`config.mk`:
```
export PLATFORM = sky130hd
export DESIGN_NAME = oam_core
export DESIGN_NICKNAME = d
export VERILOG_FILES = /design/src/core/oam_pkg.sv /design/src/core/oam_len.sv /design/src/core/oam_add.sv /design/src/core/oam_core.sv
export VERILOG_INCLUDE_DIRS = /design/src /design/src/core
export SDC_FILE = /design/constraint.sdc
export NUM_CORES = 1
export LEC_CHECK = 0
export BUFFER_PORTS_ARGS = -buffer_cell sky130_fd_sc_hd__buf_2
export CORE_MARGIN = 8
export CORE_UTILIZATION = 35
export CTS_BUF_LIST = sky130_fd_sc_hd__clkbuf_2
export DETAILED_ROUTE_END_ITERATION = 16
export GPL_TIMING_DRIVEN = 0
export HOLD_SLACK_MARGIN = 0.08
export RECOVER_POWER = 50
export SLEW_MARGIN = 5
export SYNTH_ARGS = -nofsm -noshare
export SYNTH_HDL_FRONTEND = slang
export SYNTH_SLANG_ARGS = --single-unit
```
`constraint.sdc`:
```
create_clock -name clock_i -period 4 [get_ports clock_i]
set_input_delay 0.4 -clock clock_i [delete_from_list [all_inputs] [get_ports clock_i]]
set_output_delay 0.4 -clock clock_i [all_outputs]
set_load 0.05 [all_outputs]
```
`src/core/oam_map.svh`:
```
// Constant map for the operand address mode unit
`ifndef OAM_MAP_SVH
`define OAM_MAP_SVH
`define OAM_ZERO_PAGE_HI   16'h00ff
`define OAM_PC_RESET       16'h0000
`define OAM_MODE_COUNT     5'h11
`define OAM_MAX_OPND       2'h3
`define OAM_PAGE_ZERO_HI   8'h00
`endif

```
`src/core/oam_pkg.sv`:
```
// Types for the operand address mode unit
package oam_pkg;
    typedef enum logic [4:0] {
        OAM_INH       = 5'h00,
        OAM_IMM       = 5'h01,
        OAM_DIR_S     = 5'h02,
        OAM_DIR_L     = 5'h03,
        OAM_IDX_N     = 5'h04,
        OAM_IDX_S     = 5'h05,
        OAM_IDX_L     = 5'h06,
        OAM_IND_S     = 5'h07,
        OAM_IND_L     = 5'h08,
        OAM_INDX_S    = 5'h09,
        OAM_INDX_L    = 5'h0a,
        OAM_REL_D     = 5'h0b,
        OAM_REL_I     = 5'h0c,
        OAM_BIT_D     = 5'h0d,
        OAM_BIT_I     = 5'h0e,
        OAM_BITREL_D  = 5'h0f,
        OAM_BITREL_I  = 5'h10
    } oam_mode_e;

    typedef enum logic [6:0] {
        OAM_ST_IDLE  = 7'h01,
        OAM_ST_OPC   = 7'h02,
        OAM_ST_OPA   = 7'h04,
        OAM_ST_OPB   = 7'h08,
        OAM_ST_PTRH  = 7'h10,
        OAM_ST_PTRL  = 7'h20,
        OAM_ST_DONE  = 7'h40
    } oam_state_e;
endpackage

```
`src/core/oam_len.sv`:
```
// Operand byte count and family flags per addressing mode
`timescale 1ns/1ps
`default_nettype none
module oam_len
    import oam_pkg::*;
(
    input  wire oam_mode_e  mode_i,
    input  wire logic       use_y_i,
    output logic [1:0]      opnd_bytes_o,
    output logic            ptr_o,
    output logic            ptr_word_o,
    output logic            rmw_ok_o
);
    always_comb begin
        opnd_bytes_o = 2'h0;
        ptr_o        = 1'b0;
        ptr_word_o   = 1'b0;
        rmw_ok_o     = 1'b1;
        case (mode_i)
            OAM_INH:      opnd_bytes_o = 2'h0;
            OAM_IMM:      opnd_bytes_o = 2'h1;
            OAM_DIR_S:    opnd_bytes_o = 2'h1;
            OAM_DIR_L: begin
                opnd_bytes_o = 2'h2;
                rmw_ok_o     = 1'b0;
            end
            // Second index register costs one prefix byte
            OAM_IDX_N:    opnd_bytes_o = use_y_i ? 2'h1 : 2'h0;
            OAM_IDX_S:    opnd_bytes_o = 2'h1;
            OAM_IDX_L: begin
                opnd_bytes_o = 2'h2;
                rmw_ok_o     = 1'b0;
            end
            OAM_IND_S, OAM_INDX_S, OAM_REL_I, OAM_BIT_I: begin
                opnd_bytes_o = 2'h1;
                ptr_o        = 1'b1;
            end
            OAM_IND_L, OAM_INDX_L: begin
                opnd_bytes_o = 2'h1;
                ptr_o        = 1'b1;
                ptr_word_o   = 1'b1;
                rmw_ok_o     = 1'b0;
            end
            OAM_REL_D, OAM_BIT_D: opnd_bytes_o = 2'h1;
            OAM_BITREL_D: opnd_bytes_o = 2'h2;
            OAM_BITREL_I: begin
                opnd_bytes_o = 2'h2;
                ptr_o        = 1'b1;
            end
            default:      opnd_bytes_o = 2'h0;
        endcase
    end
endmodule
`default_nettype wire

```
`src/core/oam_add.sv`:
```
// Effective address adder for indexed and relative forms
`timescale 1ns/1ps
`default_nettype none
module oam_add (
    input  wire logic [15:0] base_i,
    input  wire logic [7:0]  index_i,
    input  wire logic        signed_i,
    output logic [15:0]      sum_o
);
    logic [15:0] ext;
    always_comb begin
        ext   = signed_i ? {{8{index_i[7]}}, index_i} : {8'h00, index_i};
        sum_o = base_i + ext;
    end
endmodule
`default_nettype wire

```
`src/core/oam_core.sv`:
```
// Operand addressing mode decode and effective address generation
//
// Function
// - Seventeen addressing modes in seven families are supported.
// - Short forms reach page zero, short indexed ones up to 1FE; long forms reach 64 Kbyte.
// - Read-modify-write instructions accept only short addressing forms.
// - Inherent instructions are one byte with no operand fetch.
// - Immediate instructions carry one operand value byte.
// - Short direct fetches one address byte, range 00 to FF.
// - Long direct fetches a two-byte address word.
// - Indexed address is unsigned index plus instruction offset.
// - No-offset indexed uses index alone; Y costs one extra byte.
// - Short indexed adds one-byte offset, range up to 1FE.
// - Long indexed adds a two-byte offset word.
// - Indirect reads a pointer from memory at the following address.
// - Short indirect uses byte pointer address and byte pointer.
// - Long indirect forms use page-zero address, word pointer.
// - Indirect indexed adds index register to the memory pointer.
// - Short indirect indexed yields addresses 00 to 1FE.
// - Relative adds signed displacement to next-instruction program counter.
`timescale 1ns/1ps
`default_nettype none
`include "oam_map.svh"
module oam_core
    import oam_pkg::*;
(
    input  wire logic        clock_i,
    input  wire logic        rst_i,
    input  wire logic        start_i,
    input  wire oam_mode_e   mode_i,
    input  wire logic        use_y_i,
    input  wire logic        rmw_i,
    input  wire logic [7:0]  x_i,
    input  wire logic [7:0]  y_i,
    input  wire logic [15:0] pc_i,
    output logic [15:0]      mem_addr_o,
    output logic             mem_rd_o,
    input  wire logic [7:0]  mem_data_i,
    input  wire logic        mem_ack_i,
    output logic             busy_o,
    output logic             done_o,
    output logic             illegal_o,
    output logic [15:0]      ea_o,
    output logic [7:0]       imm_o,
    output logic [15:0]      pc_next_o,
    output logic [1:0]       len_o
);
    // =====================================================================
    // Length and adder helpers
    // =====================================================================
    logic [1:0]  nbytes;
    logic        is_ptr;
    logic        is_pword;
    logic        rmw_ok;
    oam_mode_e   mode_reg;
    logic        y_reg;
    logic [7:0]  idx;
    logic [15:0] add_base;
    logic [7:0]  add_off;
    logic        add_signed;
    logic [15:0] add_sum;

    oam_len u_len (
        .mode_i       (mode_reg),
        .use_y_i      (y_reg),
        .opnd_bytes_o (nbytes),
        .ptr_o        (is_ptr),
        .ptr_word_o   (is_pword),
        .rmw_ok_o     (rmw_ok)
    );

    oam_add u_add (
        .base_i   (add_base),
        .index_i  (add_off),
        .signed_i (add_signed),
        .sum_o    (add_sum)
    );

    function automatic logic [15:0] page0(input logic [7:0] b);
        page0 = {`OAM_PAGE_ZERO_HI, b};
    endfunction

    // =====================================================================
    // Sequencer
    // =====================================================================
    oam_state_e  state_reg;
    logic [15:0] pc_reg;
    logic [1:0]  cnt_reg;
    logic [7:0]  b0_reg;
    logic [7:0]  b1_reg;
    logic [7:0]  ph_reg;
    logic        rmw_reg;

    always_ff @(posedge clock_i) begin
        if (rst_i) begin
            mode_reg <= OAM_INH;
            y_reg    <= 1'b0;
            rmw_reg  <= 1'b0;
        end else if (start_i && state_reg == OAM_ST_IDLE) begin
            mode_reg <= mode_i;
            y_reg    <= use_y_i;
            rmw_reg  <= rmw_i;
        end
    end

    assign idx = y_reg ? y_i : x_i;

    // Operand bytes are consumed in order; the pointer is read afterwards.
    always_ff @(posedge clock_i) begin
        if (rst_i) begin
            state_reg <= OAM_ST_IDLE;
            cnt_reg   <= 2'h0;
        end else begin
            case (state_reg)
                OAM_ST_IDLE: begin
                    if (start_i) begin
                        state_reg <= OAM_ST_OPC;
                    end
                end
                OAM_ST_OPC: begin
                    cnt_reg <= 2'h0;
                    if (rmw_reg && !rmw_ok) begin
                        state_reg <= OAM_ST_DONE;
                    end else if (nbytes == 2'h0) begin
                        state_reg <= OAM_ST_DONE;
                    end else begin
                        state_reg <= OAM_ST_OPA;
                    end
                end
                OAM_ST_OPA: begin
                    if (mem_ack_i) begin
                        cnt_reg <= cnt_reg + 2'h1;
                        if (cnt_reg + 2'h1 == nbytes) begin
                            state_reg <= is_ptr ? OAM_ST_PTRH : OAM_ST_DONE;
                        end
                    end
                end
                OAM_ST_PTRH: begin
                    if (mem_ack_i) begin
                        state_reg <= is_pword ? OAM_ST_PTRL : OAM_ST_DONE;
                    end
                end
                OAM_ST_PTRL: begin
                    if (mem_ack_i) begin
                        state_reg <= OAM_ST_DONE;
                    end
                end
                OAM_ST_DONE: state_reg <= OAM_ST_IDLE;
                default:     state_reg <= OAM_ST_IDLE;
            endcase
        end
    end

    // =====================================================================
    // Operand and pointer capture
    // =====================================================================
    always_ff @(posedge clock_i) begin
        if (rst_i) begin
            b0_reg <= 8'h00;
            b1_reg <= 8'h00;
        end else if (state_reg == OAM_ST_OPA && mem_ack_i) begin
            if (cnt_reg == 2'h0) begin
                b0_reg <= mem_data_i;
            end else begin
                b1_reg <= mem_data_i;
            end
        end
    end

    always_ff @(posedge clock_i) begin
        if (rst_i) begin
            ph_reg <= 8'h00;
        end else if (state_reg == OAM_ST_PTRH && mem_ack_i) begin
            ph_reg <= mem_data_i;
        end
    end

    // Program counter steps once per consumed instruction byte
    always_ff @(posedge clock_i) begin
        if (rst_i) begin
            pc_reg <= `OAM_PC_RESET;
        end else if (start_i && state_reg == OAM_ST_IDLE) begin
            pc_reg <= pc_i + 16'h0001;
        end else if (state_reg == OAM_ST_OPA && mem_ack_i) begin
            pc_reg <= pc_reg + 16'h0001;
        end
    end

    // =====================================================================
    // Memory request
    // =====================================================================
    logic [15:0] ptr_addr;
    assign ptr_addr = page0(b0_reg);

    always_comb begin
        mem_rd_o   = 1'b0;
        mem_addr_o = pc_reg;
        case (state_reg)
            OAM_ST_OPA: mem_rd_o = 1'b1;
            OAM_ST_PTRH: begin
                mem_rd_o   = 1'b1;
                mem_addr_o = ptr_addr;
            end
            OAM_ST_PTRL: begin
                mem_rd_o   = 1'b1;
                mem_addr_o = ptr_addr + 16'h0001;
            end
            default: mem_rd_o = 1'b0;
        endcase
    end

    // =====================================================================
    // Effective address
    // =====================================================================
    logic [15:0] ea_next;
    logic [15:0] word_ptr;
    logic [7:0]  op0;
    logic [7:0]  op1;
    // The byte of the current beat is not yet in the capture registers
    assign op0 = (state_reg == OAM_ST_OPA && cnt_reg == 2'h0) ? mem_data_i : b0_reg;
    assign op1 = (state_reg == OAM_ST_OPA && cnt_reg == 2'h1) ? mem_data_i : b1_reg;
    // The low pointer byte arrives on the bus in the last pointer read
    assign word_ptr = {ph_reg, mem_data_i};

    always_comb begin
        add_base   = 16'h0000;
        add_off    = idx;
        add_signed = 1'b0;
        ea_next    = 16'h0000;
        case (mode_reg)
            OAM_DIR_S, OAM_BIT_D, OAM_BITREL_D: ea_next = page0(op0);
            OAM_DIR_L: ea_next = {op0, op1};
            OAM_IDX_N: ea_next = page0(idx);
            OAM_IDX_S: begin
                // Carry out of the low byte is kept, giving up to 1FE
                add_base = page0(op0);
                ea_next  = add_sum;
            end
            OAM_IDX_L: begin
                add_base = {op0, op1};
                ea_next  = add_sum;
            end
            OAM_IND_S, OAM_BIT_I, OAM_BITREL_I: ea_next = page0(mem_data_i);
            OAM_IND_L: ea_next = word_ptr;
            OAM_INDX_S: begin
                add_base = page0(mem_data_i);
                ea_next  = add_sum;
            end
            OAM_INDX_L: begin
                add_base = word_ptr;
                ea_next  = add_sum;
            end
            OAM_REL_D: begin
                add_base   = pc_reg + 16'h0001;
                add_off    = mem_data_i;
                add_signed = 1'b1;
                ea_next    = add_sum;
            end
            OAM_REL_I: begin
                add_base   = pc_reg;
                add_off    = mem_data_i;
                add_signed = 1'b1;
                ea_next    = add_sum;
            end
            default: ea_next = 16'h0000;
        endcase
    end

    logic last_beat;
    assign last_beat = mem_ack_i && (
        (state_reg == OAM_ST_PTRL) ||
        (state_reg == OAM_ST_PTRH && !is_pword) ||
        (state_reg == OAM_ST_OPA && cnt_reg + 2'h1 == nbytes && !is_ptr));

    always_ff @(posedge clock_i) begin
        if (rst_i) begin
            ea_o <= 16'h0000;
        end else if (state_reg == OAM_ST_OPC) begin
            // Forms without operand bytes finish here, so their address lands now
            ea_o <= (nbytes == 2'h0) ? ea_next : 16'h0000;
        end else if (last_beat) begin
            ea_o <= ea_next;
        end
    end

    always_ff @(posedge clock_i) begin
        if (rst_i) begin
            imm_o <= 8'h00;
        end else if (mode_reg == OAM_IMM && state_reg == OAM_ST_OPA && mem_ack_i) begin
            imm_o <= mem_data_i;
        end
    end

    // =====================================================================
    // Completion outputs
    // =====================================================================
    always_ff @(posedge clock_i) begin
        if (rst_i) begin
            done_o    <= 1'b0;
            illegal_o <= 1'b0;
            pc_next_o <= `OAM_PC_RESET;
            len_o     <= 2'h0;
        end else begin
            done_o <= (state_reg == OAM_ST_DONE);
            if (state_reg == OAM_ST_DONE) begin
                pc_next_o <= pc_reg;
                len_o     <= nbytes;
                illegal_o <= rmw_reg && !rmw_ok;
            end
        end
    end

    assign busy_o = (state_reg != OAM_ST_IDLE);

    // =====================================================================
    // Checks
    // =====================================================================
    inherent_len_a: assert property (@(posedge clock_i) disable iff (rst_i)
        (state_reg == OAM_ST_OPC && mode_reg == OAM_INH) |=> state_reg == OAM_ST_DONE)
        else $error("inherent fetched operand");
    rmw_long_a: assert property (@(posedge clock_i) disable iff (rst_i)
        (state_reg == OAM_ST_OPC && rmw_reg && mode_reg == OAM_DIR_L)
        |=> ##1 illegal_o)
        else $error("long form accepted for rmw");
    direct_page_a: assert property (@(posedge clock_i) disable iff (rst_i)
        (last_beat && mode_reg == OAM_DIR_S) |=> ea_o[15:8] == 8'h00)
        else $error("short direct left page zero");
    idx_range_a: assert property (@(posedge clock_i) disable iff (rst_i)
        (last_beat && mode_reg == OAM_IDX_S) |=> ea_o <= 16'h01fe)
        else $error("short indexed beyond 1fe");
    idx_sum_a: assert property (@(posedge clock_i) disable iff (rst_i)
        (last_beat && mode_reg == OAM_IDX_S)
        |=> ea_o == {8'h00, $past(mem_data_i)} + {8'h00, $past(idx)})
        else $error("short indexed sum wrong");
    pc_step_a: assert property (@(posedge clock_i) disable iff (rst_i)
        (state_reg == OAM_ST_OPA && mem_ack_i) |=> pc_reg == $past(pc_reg) + 16'h0001)
        else $error("pc did not step");
    ptr_page_a: assert property (@(posedge clock_i) disable iff (rst_i)
        (state_reg == OAM_ST_PTRH) |-> mem_addr_o[15:8] == 8'h00)
        else $error("pointer address outside page zero");
    rel_target_a: assert property (@(posedge clock_i) disable iff (rst_i)
        (last_beat && mode_reg == OAM_REL_D)
        |=> ea_o == $past(pc_reg) + 16'h0001 + {{8{$past(mem_data_i[7])}}, $past(mem_data_i)})
        else $error("relative target wrong");
    done_pulse_a: assert property (@(posedge clock_i) disable iff (rst_i)
        done_o |=> !done_o)
        else $error("done held too long");
endmodule
`default_nettype wire

```
==> results.cfg <==
[sta]
worst_pin_slew_ns = 0.912
fmax_mhz = 264
finalCritPeriodShare_pct = 94.6
holdWs_ns = 0.114
finalHoldViolCount = 0
slew_violations = 0
finalClockSkew_ns = 0.0410
period_minus_slack_ns = 3.79
fin_ws_ns = 0.215
slew-limit-headroom_pct = 38.7
setup_viol = 0
rsz0062_at_grt = no

[finish]
drive_gt1_share_pct = 15.8
syn_to_final_growth_pct = 18.1
fillCellCount = 2156
final_cell_area_um2 = 8270
instances_no_fill = 1360
nets = 1161

[grt]
grt_max_degree = 17
grt-ovfl-total = 0
antenna_found_initial = 1
grt_pass1_wl_um = 41500
grt_pass1_vias = 7235
track_usage_pct = 21.5

[worst_setup_path]
r2r_end = ea_o[13]$_SDFFE_PP0P_
crit_family = compound AO/OA/AOI/OAI gates
critical_path.max_stage_delay_ns = 0.49
rr_worst_depth = 14
crit_top_cell = and3_1
rrSetupSlack_ns = 0.21
cp_slowest_cell = a222oi_1
worst-path-buf-inv = 0
crit_chain = ha_1 -> and3_1 -> and3_1 -> nor2b_1 -> a222oi_1 -> o211ai_1 -> ha_2 -> nand2_1 -> nor2_1 -> a21boi_4 -> o21ai_2 -> and4_1 -> o31ai_1 -> a21oi_1
reg2reg_from = pc_reg[1]$_SDFFE_PP0P_
endpoint_kind = register
required_ns = 4.53
arrival_ns = 4.31
critical_path_class = reg -> reg
start_kind = register
crit_fanout = 6

[synthesis]
synth_cells = 952
async_flop_share_pct = 0
post-synth-top-count-cell = nand2_1
syn_area_per_cell_um2 = 7.35
synthFlopType = dfxtp_1
synth-edff-count = 0
synth_area_leaders = dfxtp_1 (28%), nand2_1 (7.7%), a21oi_1 (7.4%), o21ai_0 (5.1%), nor2_1 (4.1%)
syn_area_um2 = 7000
yosysTopAreaCellShare_pct = 28.3
yosys.cell_types.count = 68
yosys_register_bits = 99
synth_warnings = 0
yosysSeqAreaShare_pct = 28.3
synth_fp_nets = 1024
synth_commonest_cells = nand2_1 (144), a21oi_1 (104), dfxtp_1 (99), nor2_1 (77), o21ai_0 (71)
yosys.area.top_type = dfxtp_1

[detailed_routing]
via_count = 7650
drtPass1Iterations = 6
wl_per_cell_um = 19.8
antenna_left = 0
routed_wl_um = 26900
drcViolationCount = 0
drtIter0Drc = 818
via_per_inst = 5.63

[cts]
cts_root_buf = clkbuf_2
cts_inserted_buffers = 9
clockBufferDepth = 2
htreeDepth = 3
clkLatencyLatePin_ns = 0.67
clk_pin_slew_worst_paths_ns = 0.29
cts_tree = built
numClockSinks = 99

[place]
gp_routability_congestion = 0.962
post-place-ws_ns = -0.538
port_buffers = 104
placed_area_um2 = 7860
hpwl_um = 20400
post-place-cells = 1321

[die]
dieArea_um2 = 24800
ioPinCount = 113
die_x_um = 157
initial_core_util_pct = 35.9
core-area_um2 = 19500
dieHeight_um = 157
rows = 51

[outcome]
status = finished clean

[power]
peakVddDrop_mv = 0.143
p_leak_uw = 0.00301
p_total_uw = 2030
power_per_cell_area_nw_per_um2 = 246

[min_path]
hold_path_startpoint = pc_i[11]
hold_path.class = in -> reg
min_path_cells = 4
min_to = pc_reg[11]$_SDFFE_PP0P_

[flow_run]
max_cap_viol_count = 0
-- worst register-to-register path: stages (launching register included) --
cell and delay [ns]:
dfxtp_4 0.42, ha_1 0.25, and3_1 0.24, and3_1 0.25, nor2b_1 0.17, a222oi_1 0.49
o211ai_1 0.18, ha_2 0.43, nand2_1 0.08, nor2_1 0.15, a21boi_4 0.25, o21ai_2 0.10
and4_1 0.21, o31ai_1 0.32, a21oi_1 0.11
-- cell families after synthesis --
| group | count (synthesis) | synth area share (%) |
|---|---|---|
| AOI/OAI and AO/OA | 293 | 26.4 |
| xor gates and xnor gates | 33 | 4.13 |
| adders and majority gates | 21 | 3.86 |
| buffers and inverters | 92 | 5.58 |
| DFF | 99 | 28.3 |
| muxes | 38 | 5.74 |
| and+or+nand+nor | 376 | 26.0 |
-- layer usage --
| layer | vias up | wire (µm) | GRT usage, % |
|---|---|---|---|
| met5 | - | 0 | 0 |
| met4 | 0 | 896 | 8.79 |
| met3 | 47 | 1890 | 3.65 |
| met2 | 301 | 11600 | 33.2 |
| met1 | 3576 | 12600 | 29.2 |
| li1 | 3726 | - | - |
-- through the flow --
step,TNS (ns),util (%)
floorplan,0,-
global placement,-2.67,40.2
detailed placement,-2.55,40.3
CTS,0,42.0
global route,0,42.3
finish,0,42.3
-- where the power goes --
part / leakage [µW] / internal, µW / switching [µW]
Sequential: 0.000805 / 1010 / 26.8
Combinational: 0.00215 / 177 / 352
Clock: 0.0000601 / 85.2 / 377
-- timing repair --
action                                 4_1_cts  5_1_grt
pin swaps                                    4        7
endpoints found under the hold margin       17        0
hold buffers                                16        0
setup endpoints to repair                   10       11
buffers inserted                             4        6
cloned                                       0        0
gates resized for setup                     21       35
-- final cells by class --
type	instances	area [µm²]	area share, %
Sequential cell	99	2000	24.2
Buffer	70	317	3.83
Multi-Input combinational cell	761	4760	57.6
Timing Repair Buffer	130	701	8.47
Clock buffer	10	50.0	0.605
Antenna cell	1	2.50	0.0303
Clock inverter	6	38.8	0.469
Inverter	18	67.6	0.817
Tap cell	265	332	4.01
-- cells in the final DEF (no fill, tap or decap), types with 5 or more instances in the layout --
| master | count |
|---|---|
| and3_1 | 23 |
| nor4_1 | 5 |
| mux2_2 | 17 |
| dfxtp_2 | 5 |
| xnor2_1 | 20 |
| o21ai_0 | 66 |
| nor2_1 | 75 |
| nand4_1 | 10 |
| a221o_1 | 8 |
| o22ai_1 | 6 |
| inv_1 | 18 |
| ha_1 | 19 |
| buf_2 | 82 |
| nor2b_1 | 8 |
| a22oi_1 | 20 |
| a22o_1 | 8 |
| nor3_1 | 17 |
| or3_1 | 6 |
| a211oi_1 | 5 |
| a31oi_1 | 5 |
| xor2_1 | 13 |
| nand2b_1 | 7 |
| nand2_1 | 143 |
| a21o_1 | 6 |
| a21oi_1 | 101 |
| and2_1 | 5 |
| clkbuf_2 | 10 |
| nand3_1 | 36 |
| buf_4 | 13 |
| nor3b_1 | 9 |
| dfxtp_1 | 91 |
| mux2i_1 | 18 |
| dlygate4sd3_1 | 16 |
| a222oi_1 | 6 |
| o211ai_1 | 7 |
| nand3b_1 | 6 |
| a221oi_1 | 6 |
| clkbuf_1 | 84 |
-- how the worst max path moves through the flow --
stage / slack (ns) / to / from / depth (start not counted)
after CTS: 0.03 / ea_o[13]$_SDFFE_PP0P_ / state_reg[5]$_SDFFE_PP0P_ / 15
final: 0.21 / ea_o[13]$_SDFFE_PP0P_ / pc_reg[1]$_SDFFE_PP0P_ / 14
after global routing: 0.02 / ea_o[13]$_SDFFE_PP0P_ / state_reg[6]$_SDFFE_PP0P_ / 14
after global placement: -0.57 / ea_o[14]$_SDFFE_PP0P_ / mode_reg[4]$_SDFFE_PP0P_ / 13
after floorplan: 0.41 / ea_o[14]$_SDFFE_PP0P_ / state_reg[6]$_SDFFE_PP0P_ / 17
after detailed placement: -0.54 / ea_o[14]$_SDFFE_PP0P_ / mode_reg[4]$_SDFFE_PP0P_ / 16
(Power assumes the default switching activity.)
